**src/logic/flash_opt_pkg.sv**
```systemverilog
package flash_opt_pkg;

    // Register offsets on the register port
    localparam logic [11:0] TRIM_INDEX_ADDR = 12'hff6;
    localparam logic [11:0] TRIM_VALUE_ADDR = 12'hff7;
    localparam logic [11:0] FLASH_CMD_ADDR = 12'hff8;
    localparam logic [11:0] SECTOR_PAGE_ADDR = 12'hff9;
    localparam logic [11:0] CLOCK_KHZ_HIGH_ADDR = 12'hffa;
    localparam logic [11:0] CLOCK_KHZ_LOW_ADDR = 12'hffb;

    // Reset values
    localparam logic [7:0] BYTE_RESET = 8'h00;
    localparam logic [6:0] PAGE_RESET = 7'h00;

    // Flash command bytes
    localparam logic [7:0] CMD_UNLOCK_FIRST = 8'h73;
    localparam logic [7:0] CMD_UNLOCK_SECOND = 8'h8c;
    localparam logic [7:0] CMD_SECTOR_SELECT = 8'h5e;

    // Status codes shown in the low six bits of the status read
    localparam logic [5:0] STAT_LOCKED = 6'h00;
    localparam logic [5:0] STAT_FIRST = 6'h01;
    localparam logic [5:0] STAT_SECOND = 6'h02;
    localparam logic [5:0] STAT_UNLOCKED = 6'h03;
    localparam logic [5:0] STAT_SECTOR = 6'h04;

    // Page select layout
    localparam int INFO_SEL_BIT = 7;

    // Loader geometry
    localparam int LOAD_COUNT = 43;
    localparam int LOAD_AW = 6;
    localparam logic [5:0] LAST_PROGRAM_ADDR = 6'h01;
    localparam logic [5:0] TRIM_BASE = 6'h20;
    localparam logic [7:0] TRIM_COUNT = 8'h20;

    // Flash controller command state
    typedef enum logic [2:0] {
        CS_LOCKED,
        CS_FIRST,
        CS_SECOND,
        CS_UNLOCKED,
        CS_SECTOR
    } cmd_state_t;

endpackage

```
**src/logic/flash_protect_option_loader.sv**
```systemverilog
`timescale 1ns/100ps
// Summary of operation
// - Write at shared address hits lock mask only right after 5Eh while locked.
// - Lock mask holds eight sector bits, all zero after reset.
// - A set lock bit cannot be cleared by software until reset.
// - Number of implemented lock bits is a parameter.
// - High and low clock bytes form one 16-bit kHz value.
// - Option bytes reload on every reset and stop recovery before CPU runs.
// - Changed option bytes apply only after a reset or a stop-mode recovery reload.
// - Option registers are invisible to software reads and writes.
// - User option bytes come from program addresses 0 and 1.
// - Thirty-two trim bytes; only trim bytes 0 to 10 live in the information page, fixed in flash.
// - Trim index write, then trim data write replaces that working byte.
// - Trim index write, then trim data read returns that working byte.
// - Software trim changes are volatile; trim bytes 0 to 10 reload from flash, the rest only clear on reset.
// - Trim index adds a fixed offset; other info locations unreachable.
// - Loader does 43 accesses, six-bit counter address, upper bits zero.
// - Option bytes latch flash data at loader addresses, up to 344 bits.
// - Loader addresses 0 and 1 from program memory, rest from info area.
// - Page select holds info area enable in bit 7 and 7-bit page.
module flash_protect_option_loader
    import flash_opt_pkg::*;
#(
    parameter int PROT_BITS = 8,
    parameter int SECTOR_PAGE_SHIFT = 1,
    parameter int OPT_BYTES = LOAD_COUNT
) (
    // Clock and reset
    input wire logic i_mclk,
    input wire logic i_rst_n,
    // Register port
    input wire logic [11:0] i_addr,
    input wire logic [7:0] i_wdata,
    input wire logic i_wr,
    input wire logic i_rd,
    output logic [7:0] o_rdata,
    // Stop-mode recovery restart
    input wire logic i_stop_recover,
    // Flash array read for the loader
    output logic o_flash_rd,
    output logic [15:0] o_flash_addr,
    output logic o_flash_info,
    input wire logic [7:0] i_flash_data,
    // Loaded option configuration
    output logic [OPT_BYTES*8-1:0] o_option_bytes,
    output logic o_cpu_hold,
    // Program and erase timing and page selection
    output logic [15:0] o_flash_clock_khz,
    output logic [6:0] o_page_select,
    output logic o_info_area_select,
    output logic [7:0] o_sector_lock_mask,
    // Program or erase request check
    input wire logic i_op_req,
    input wire logic [6:0] i_op_page,
    input wire logic i_op_info,
    output logic o_op_allow,
    output logic o_op_blocked
);

    // Array depth covers every slot the loader counter can reach
    localparam int OPT_SPACE = 1 << LOAD_AW;
    // Lock register width; only the low PROT_BITS sectors are implemented
    localparam int LOCK_BITS = 8;
    // Loader address bits above the counter stay at zero
    localparam int FLASH_AW = 16;
    localparam logic [FLASH_AW-LOAD_AW-1:0] FETCH_UPPER = '0;

    // Register state
    cmd_state_t cmd_state_q;
    cmd_state_t cmd_state_d;
    logic [7:0] lock_mask_q;
    logic [6:0] page_q;
    logic info_sel_q;
    logic [7:0] khz_high_q;
    logic [7:0] khz_low_q;
    logic [7:0] trim_index_q;
    logic [7:0] rdata_q;
    logic [7:0] opt_q [OPT_SPACE];

    // Loader sequencer outputs
    logic fetch_en;
    logic [LOAD_AW-1:0] fetch_addr;
    logic cap_en;
    logic [LOAD_AW-1:0] cap_idx;
    logic loader_busy;

    // Register decode and trim window
    logic wr_cmd;
    logic wr_shared;
    logic wr_lock;
    logic wr_page;
    logic trim_ok;
    logic [LOAD_AW-1:0] trim_slot;

    // Op check helpers
    logic [6:0] op_sector_full;
    logic [LOCK_BITS-1:0] sector_hit;
    logic op_locked;

    // Qualified software strobes, one per writable register
    logic sw_wr;
    logic wr_khz_high;
    logic wr_khz_low;
    logic wr_trim_index;
    logic wr_trim_value;
    logic [LOCK_BITS-1:0] lock_set;

    // Read mux output and the two composed read bytes
    logic [7:0] rdata_d;
    logic [7:0] status_byte;
    logic [7:0] shared_byte;

    // Status code shown for each command state
    function automatic logic [5:0] status_code(input cmd_state_t st);
        case (st)
            CS_LOCKED: status_code = STAT_LOCKED;
            CS_FIRST: status_code = STAT_FIRST;
            CS_SECOND: status_code = STAT_SECOND;
            CS_UNLOCKED: status_code = STAT_UNLOCKED;
            CS_SECTOR: status_code = STAT_SECTOR;
            default: status_code = STAT_LOCKED;
        endcase
    endfunction

    // Address match for one register, shared by every write decode
    function automatic logic reg_hit(
        input logic strobe,
        input logic [11:0] addr,
        input logic [11:0] target
    );
        reg_hit = strobe && (addr == target);
    endfunction

    // Loader sequencer, restarted by stop-mode recovery
    option_fetch #(
        .COUNT(LOAD_COUNT),
        .AW(LOAD_AW)
    ) u_fetch (
        .i_mclk(i_mclk),
        .i_rst_n(i_rst_n),
        .i_start(i_stop_recover),
        .o_fetch_en(fetch_en),
        .o_fetch_addr(fetch_addr),
        .o_cap_en(cap_en),
        .o_cap_idx(cap_idx),
        .o_busy(loader_busy)
    );

    // Flash address, only the low six bits come from the counter
    assign o_flash_rd = fetch_en;
    assign o_flash_addr = {FETCH_UPPER, fetch_addr};
    assign o_flash_info = fetch_en && (fetch_addr > LAST_PROGRAM_ADDR);
    assign o_cpu_hold = loader_busy | i_stop_recover;

    // Register decode; software writes are ignored while the CPU is held
    assign sw_wr = i_wr && !o_cpu_hold;
    assign wr_cmd = reg_hit(sw_wr, i_addr, FLASH_CMD_ADDR);
    assign wr_shared = reg_hit(sw_wr, i_addr, SECTOR_PAGE_ADDR);
    // Shared address reaches the lock mask only straight after the select command
    assign wr_lock = wr_shared && (cmd_state_q == CS_SECTOR);
    assign wr_page = wr_shared && (cmd_state_q != CS_SECTOR);

    // Frequency and trim strobes
    assign wr_khz_high = reg_hit(sw_wr, i_addr, CLOCK_KHZ_HIGH_ADDR);
    assign wr_khz_low = reg_hit(sw_wr, i_addr, CLOCK_KHZ_LOW_ADDR);
    assign wr_trim_index = reg_hit(sw_wr, i_addr, TRIM_INDEX_ADDR);
    // Trim data write lands only while the index is inside the window
    assign wr_trim_value = reg_hit(sw_wr, i_addr, TRIM_VALUE_ADDR) && trim_ok;

    // Trim index range check and offset into the info area
    assign trim_ok = trim_index_q < TRIM_COUNT;
    assign trim_slot = TRIM_BASE + trim_index_q[LOAD_AW-1:0];

    // Command state: unlock pair, sector select only from locked
    always_comb begin
        cmd_state_d = cmd_state_q;
        if (wr_cmd) begin
            cmd_state_d = CS_LOCKED;
            case (cmd_state_q)
                CS_LOCKED: begin
                    if (i_wdata == CMD_UNLOCK_FIRST) begin
                        cmd_state_d = CS_FIRST;
                    end else if (i_wdata == CMD_SECTOR_SELECT) begin
                        cmd_state_d = CS_SECTOR;
                    end
                end
                CS_FIRST: begin
                    if (i_wdata == CMD_UNLOCK_SECOND) begin
                        cmd_state_d = CS_SECOND;
                    end
                end
                CS_SECOND: cmd_state_d = CS_LOCKED;
                CS_UNLOCKED: cmd_state_d = CS_LOCKED;
                default: cmd_state_d = CS_LOCKED;
            endcase
        end else if (cmd_state_q == CS_SECOND) begin
            cmd_state_d = CS_UNLOCKED;
        end else if (wr_shared && cmd_state_q == CS_SECTOR) begin
            cmd_state_d = CS_LOCKED;
        end
    end

    // Command state register
    always_ff @(posedge i_mclk or negedge i_rst_n) begin
        if (!i_rst_n) begin
            cmd_state_q <= CS_LOCKED;
        end else begin
            cmd_state_q <= cmd_state_d;
        end
    end

    // Per-sector set requests; sectors past PROT_BITS never latch
    generate
        for (genvar s = 0; s < LOCK_BITS; s++) begin : g_lock_set
            if (s < PROT_BITS) begin : g_used
                assign lock_set[s] = wr_lock && i_wdata[s];
            end else begin : g_unused
                assign lock_set[s] = 1'b0;
            end
        end
    endgenerate

    // Sector lock mask, bits only ever set until the next reset
    always_ff @(posedge i_mclk or negedge i_rst_n) begin
        if (!i_rst_n) begin
            lock_mask_q <= BYTE_RESET;
        end else begin
            lock_mask_q <= lock_mask_q | lock_set;
        end
    end

    // Page select and info area enable
    always_ff @(posedge i_mclk or negedge i_rst_n) begin
        if (!i_rst_n) begin
            page_q <= PAGE_RESET;
            info_sel_q <= 1'b0;
        end else if (wr_page) begin
            page_q <= i_wdata[6:0];
            info_sel_q <= i_wdata[INFO_SEL_BIT];
        end
    end

    // Clock frequency bytes
    always_ff @(posedge i_mclk or negedge i_rst_n) begin
        if (!i_rst_n) begin
            khz_high_q <= BYTE_RESET;
            khz_low_q <= BYTE_RESET;
        end else begin
            if (wr_khz_high) begin
                khz_high_q <= i_wdata;
            end
            if (wr_khz_low) begin
                khz_low_q <= i_wdata;
            end
        end
    end

    // Trim index
    always_ff @(posedge i_mclk or negedge i_rst_n) begin
        if (!i_rst_n) begin
            trim_index_q <= BYTE_RESET;
        end else if (wr_trim_index) begin
            trim_index_q <= i_wdata;
        end
    end

    // Option and working trim bytes; loader capture beats software
    always_ff @(posedge i_mclk or negedge i_rst_n) begin
        if (!i_rst_n) begin
            for (int i = 0; i < OPT_SPACE; i++) begin
                opt_q[i] <= BYTE_RESET;
            end
        end else if (cap_en) begin
            opt_q[cap_idx] <= i_flash_data;
        end else if (wr_trim_value) begin
            opt_q[trim_slot] <= i_wdata;
        end
    end

    // Status byte keeps the reserved top bits at zero; shared address shows lock or page
    assign status_byte = {2'b00, status_code(cmd_state_q)};
    assign shared_byte = (cmd_state_q == CS_SECTOR) ? lock_mask_q : {info_sel_q, page_q};

    // Read mux; unmapped addresses and idle cycles give zero
    always_comb begin
        rdata_d = BYTE_RESET;
        if (i_rd) begin
            case (i_addr)
                TRIM_INDEX_ADDR: rdata_d = trim_index_q;
                TRIM_VALUE_ADDR: rdata_d = trim_ok ? opt_q[trim_slot] : BYTE_RESET;
                FLASH_CMD_ADDR: rdata_d = status_byte;
                SECTOR_PAGE_ADDR: rdata_d = shared_byte;
                CLOCK_KHZ_HIGH_ADDR: rdata_d = khz_high_q;
                CLOCK_KHZ_LOW_ADDR: rdata_d = khz_low_q;
                default: rdata_d = BYTE_RESET;
            endcase
        end
    end

    // Read data register, standing only in the cycle after the strobe
    always_ff @(posedge i_mclk or negedge i_rst_n) begin
        if (!i_rst_n) begin
            rdata_q <= BYTE_RESET;
        end else begin
            rdata_q <= rdata_d;
        end
    end

    // Loaded option bytes out to the device configuration
    genvar g;
    generate
        for (g = 0; g < OPT_BYTES; g++) begin : g_opt
            assign o_option_bytes[g*8 +: 8] = opt_q[g];
        end
    endgenerate

    // Sector of the targeted page
    assign op_sector_full = i_op_page >> SECTOR_PAGE_SHIFT;

    // One match per sector, so pages past the implemented sectors carry no lock
    generate
        for (genvar s = 0; s < LOCK_BITS; s++) begin : g_sector_hit
            assign sector_hit[s] = (op_sector_full == 7'(s)) && lock_mask_q[s];
        end
    endgenerate
    assign op_locked = |sector_hit;

    // Program or erase check against the lock mask; protect bits are not touched
    assign o_op_blocked = i_op_req && !i_op_info && op_locked;
    assign o_op_allow = i_op_req && !o_op_blocked;

    // Plain outputs
    assign o_rdata = rdata_q;
    assign o_flash_clock_khz = {khz_high_q, khz_low_q};
    assign o_page_select = page_q;
    assign o_info_area_select = info_sel_q;
    assign o_sector_lock_mask = lock_mask_q;

endmodule // flash_protect_option_loader

```
**src/logic/option_fetch.sv**
```systemverilog
`timescale 1ns/100ps
module option_fetch
    import flash_opt_pkg::*;
#(
    parameter int COUNT = LOAD_COUNT,
    parameter int AW = LOAD_AW
) (
    // Clock and reset
    input wire logic i_mclk,
    input wire logic i_rst_n,
    // Restart request
    input wire logic i_start,
    // Flash read side
    output logic o_fetch_en,
    output logic [AW-1:0] o_fetch_addr,
    // Capture side, data arrives one cycle after the address
    output logic o_cap_en,
    output logic [AW-1:0] o_cap_idx,
    output logic o_busy
);

    localparam logic [AW-1:0] LAST_IDX = AW'(COUNT - 1);

    logic fetch_q;
    logic [AW-1:0] cnt_q;
    logic cap_q;
    logic [AW-1:0] cap_idx_q;

    // Address counter, one flash access per clock while fetching
    always_ff @(posedge i_mclk or negedge i_rst_n) begin
        if (!i_rst_n) begin
            fetch_q <= 1'b1;
            cnt_q <= '0;
        end else if (i_start) begin
            fetch_q <= 1'b1;
            cnt_q <= '0;
        end else if (fetch_q) begin
            if (cnt_q == LAST_IDX) begin
                fetch_q <= 1'b0;
            end
            cnt_q <= cnt_q + 1'b1;
        end
    end

    // Capture strobe trails the address by one cycle
    always_ff @(posedge i_mclk or negedge i_rst_n) begin
        if (!i_rst_n) begin
            cap_q <= 1'b0;
            cap_idx_q <= '0;
        end else begin
            cap_q <= fetch_q & ~i_start;
            cap_idx_q <= cnt_q;
        end
    end

    assign o_fetch_en = fetch_q;
    assign o_fetch_addr = cnt_q;
    assign o_cap_en = cap_q;
    assign o_cap_idx = cap_idx_q;
    assign o_busy = fetch_q | cap_q;

endmodule // option_fetch

```
**config.mk**
```make
export PLATFORM = sky130hd
export DESIGN_NAME = flash_protect_option_loader
export DESIGN_NICKNAME = d
export VERILOG_FILES = /design/src/logic/flash_opt_pkg.sv /design/src/logic/flash_protect_option_loader.sv /design/src/logic/option_fetch.sv
export SDC_FILE = /design/constraint.sdc
export NUM_CORES = 1
export LEC_CHECK = 0
export ABC_CLOCK_PERIOD_IN_PS = 6800
export BUFFER_PORTS_ARGS = -buffer_cell sky130_fd_sc_hd__buf_4
export CORE_MARGIN = 2
export CORE_UTILIZATION = 45
export DETAILED_ROUTE_END_ITERATION = 10
export SYNTH_ARGS = -nofsm -noshare
export SYNTH_HDL_FRONTEND = slang
export SYNTH_SLANG_ARGS = --single-unit
```
**constraint.sdc**
```tcl
create_clock -name i_mclk -period 6.8 [get_ports i_mclk]
set_clock_uncertainty 0.15 [all_clocks]
set_input_delay 1.36 -clock i_mclk [delete_from_list [all_inputs] [get_ports i_mclk]]
set_output_delay 1.36 -clock i_mclk [all_outputs]
set_load 0.02 [all_outputs]
```
==> impl_results.md <==
- # IOs: 447
- Area grow syn2layout: 8.886%
- Drt initial violations: 4189
- Drc violations: 0
- Area leader, netlist: dfrtp_1
- Crit share post-route: 0.6579
- Share of flip-flops with an asynchronous set or reset: 1.000
- Remaining antenna violation count: 0
- H-tree level count: 3
- Worst R2R Path Depth: 6
- Post-synth EDFFs: 0
- VDD IR-drop max: 0.2083 mV
- Max stage delay on crit path: 1010 ps
- CTS buffer count: 68
- Slew HR: 0.1211
- CP Max Fanout: 44
- Detailed Routing Iterations Pass 1: 6
- Seq/Total Area, Yosys: 0.4375
- Fillers: 6950
- CP Capture Type: flip-flop
- Critical path destination: o_rdata[6]$_DFF_PN0_
- Crit path arrival time: between 4000 and 5000 ps
- Post-CTS Setup Bufs: 0
- First-pass GRT wire length: 196.4 mm
- LEAKAGE: 16.39 nW
- Unrepaired setup endpoints after global routing: no
- Die Y: 274.8 um
- Ranking of synthesized cells by area: dfrtp_1, a21oi_1, buf_4
- Initial antenna violation count: 5
- Top FF cell, synth: dfrtp_1
- Vias in the first global route: roughly 28000
- #FFs+latches synth: 577
- GP Congestion: between 0.9 and 1
- Slowest-stage cell, CP: a2111oi_0
- Pwr Density: ~240 nW/um^2
- Slew @ Worst Pin: 1317 ps
- R2r setup slk: 2330 ps
- Share of cells above drive strength 1: 0.1942
- FF-to-FF End: o_rdata[6]$_DFF_PN0_
- Worst-Skew Late Latency: 650 ps
- Final wirelength: approximately 140 mm
- Synth Cell Area: 33000 sq um
- R2r startpoint: trim_index_q[2]$_DFFE_PN0P_
- Fmax: 0.2235 GHz
- Most frequent cells in the layout: a21oi_1, dfrtp_1, buf_4
- CTS Sinks: approximately 580
- Syn_area_per_cell: approximately 8.9 sq um
- Die Wd: 274.8 um
- Die area: 75530 sq um
- Worst setup startpoint: trim_index_q[2]$_DFFE_PN0P_
- Status: finished clean
- Layout Utilization: 0.4934
- Final net count: 3630
- Critical Path Source Type: flip-flop
- CTS max path bufs: 3
- Gr usage total: 0.3541
- Core Footprint: between 70000 and 80000 sq um
- Post-synth top area share: 0.4367
- Starting density of the core: 0.4531
- Drt wl/cell: ~30 um
- DP Wirelength: 89.14 mm
- PortBufs: 435
- Avg Vias per Cell: approximately 6.4
- Post-route minimum period: 4474 ps
- CP Class: flip-flop to flip-flop
- Worst hold path type: flip-flop to flip-flop
- Final setup viols: 0
- Fin. max-slew vios: 0
- Unique masters post-synth: 77
- Hold_buf cts: 0
- Hold WS: 351.7 ps
- CTS resizes: 0
- Post-synthesis cell count: 3694
- Worst-path clk slew: 60 ps
- Clock root buffer: clkbuf_16
- Maximum Capacitance Violations: 0
- Cell row count: 99
- Commonest non-fill, non-tap cell in the layout: a21oi_1
- Synth Warn #: 0
- CTS tree: built
- Crit-path cells: nand2b_1 -> o32ai_1 -> o31ai_1 -> o2111ai_1 -> a2111oi_0 -> o21ai_0
- Critical path data required time: about 7000 ps
- Vias: 29420
- TNS Setup: 0 ps
- GRT Residual Overflow: 0
- Endpoints failing hold: 0
- DP Worst Slack: 2558 ps
- Pin count of the biggest net entering global routing: 168
- Setup ws final: between 2000 and 2500 ps
## layer usage
metal	routed length, um	GRT usage	up-vias
li1	-	-	12650
met1	52020	0.4597	14340
met2	61020	0.5339	1985
met3	15530	0.09243	437
met4	8852	0.2078	4
met5	30	0	-
## how the worst min path moves through the flow
stage                                         start                              end  slack [ps]  depth (start not counted)
floorplan           o_option_bytes[141]$_DFFE_PN0P_  o_option_bytes[141]$_DFFE_PN0P_         310                          2
global placement     o_option_bytes[37]$_DFFE_PN0P_   o_option_bytes[37]$_DFFE_PN0P_         340                          2
detailed placement  o_sector_lock_mask[3]$_DFF_PN0_  o_sector_lock_mask[3]$_DFF_PN0_         340                          1
CTS                 o_sector_lock_mask[3]$_DFF_PN0_  o_sector_lock_mask[3]$_DFF_PN0_         360                          1
global route        o_sector_lock_mask[3]$_DFF_PN0_  o_sector_lock_mask[3]$_DFF_PN0_         380                          1
finish              o_option_bytes[139]$_DFFE_PN0P_  o_option_bytes[139]$_DFFE_PN0P_         350                          2
## through the flow
stage	power (W)	instances	instance area (sq um)
4_1_cts	0.008678	4589	35930
3_3_place_gp	0.005053	4473	33770
3_5_place_dp	0.005070	4473	33770
6_report	0.008707	4593	35940
5_1_grt	0.008930	4589	35930
2_1_floorplan	0.004600	3703	33040
## cell families after synthesis
logic type	synth area share
adder cells (fa/ha/maj)	0.001516
XOR/XNOR	0.001062
buffers and inverters	0.1267
AO/OA/AOI/OAI	0.2579
other	0.0001136
flip-flops	0.4375
multiplexers	0.06414
AND/OR/NAND/NOR	0.1111
## worst max-delay path: cells and delay by family, from the launching register on
family | cells | cell delay [ps]
AO/OA/AOI/OAI | 5 | 2490
flip-flops | 1 | 910
AND/OR/NAND/NOR | 1 | 730
## area by class of cell
cell class / instances / area, sq um / area share
diodes: 4 / 10.01 / 0.0002785
flip-flops and latches: 577 / 14450 / 0.4021
inverters: 19 / 71.32 / 0.001985
repair buffers: 470 / 3598 / 0.1001
clock buffers: 105 / 2011 / 0.05595
clock inverters: 11 / 147.6 / 0.004108
well taps: 959 / 1200 / 0.03339
multi-input cells: 2448 / 14450 / 0.4021
## Yosys cell counts, types with 10 or more instances
cell type and n:
a21oi_1 582, dfrtp_1 576, nor2_1 447, buf_4 357, nand2_1 317, a22oi_1 271, o21ai_0 260, clkbuf_1 211
mux2i_1 117, a221oi_1 60, mux2_2 58, o22ai_1 54, buf_2 38, buf_6 33, a22o_4 29, buf_1 20
inv_1 17, a221o_1 15, and3_1 14, mux4_2 13, o32ai_1 13, nor3_1 12, and2_1 11, nor2b_1 10
or3_1 10
## power by group
group          switching (W)  internal (W)
clock network        0.00157       0.00209
logic               0.000793      0.000363
registers           0.000273       0.00362
## state kept, by name (all words and copies together) (netlist names), 7 cells and up
signal,flops
o_sector_lock_mask,8
khz_low_q,8
o_rdata,8
opt_q,168
o_page_select,7
khz_high_q,8
trim_index_q,8
o_option_bytes,344
Power figures use the tool's default switching activity.
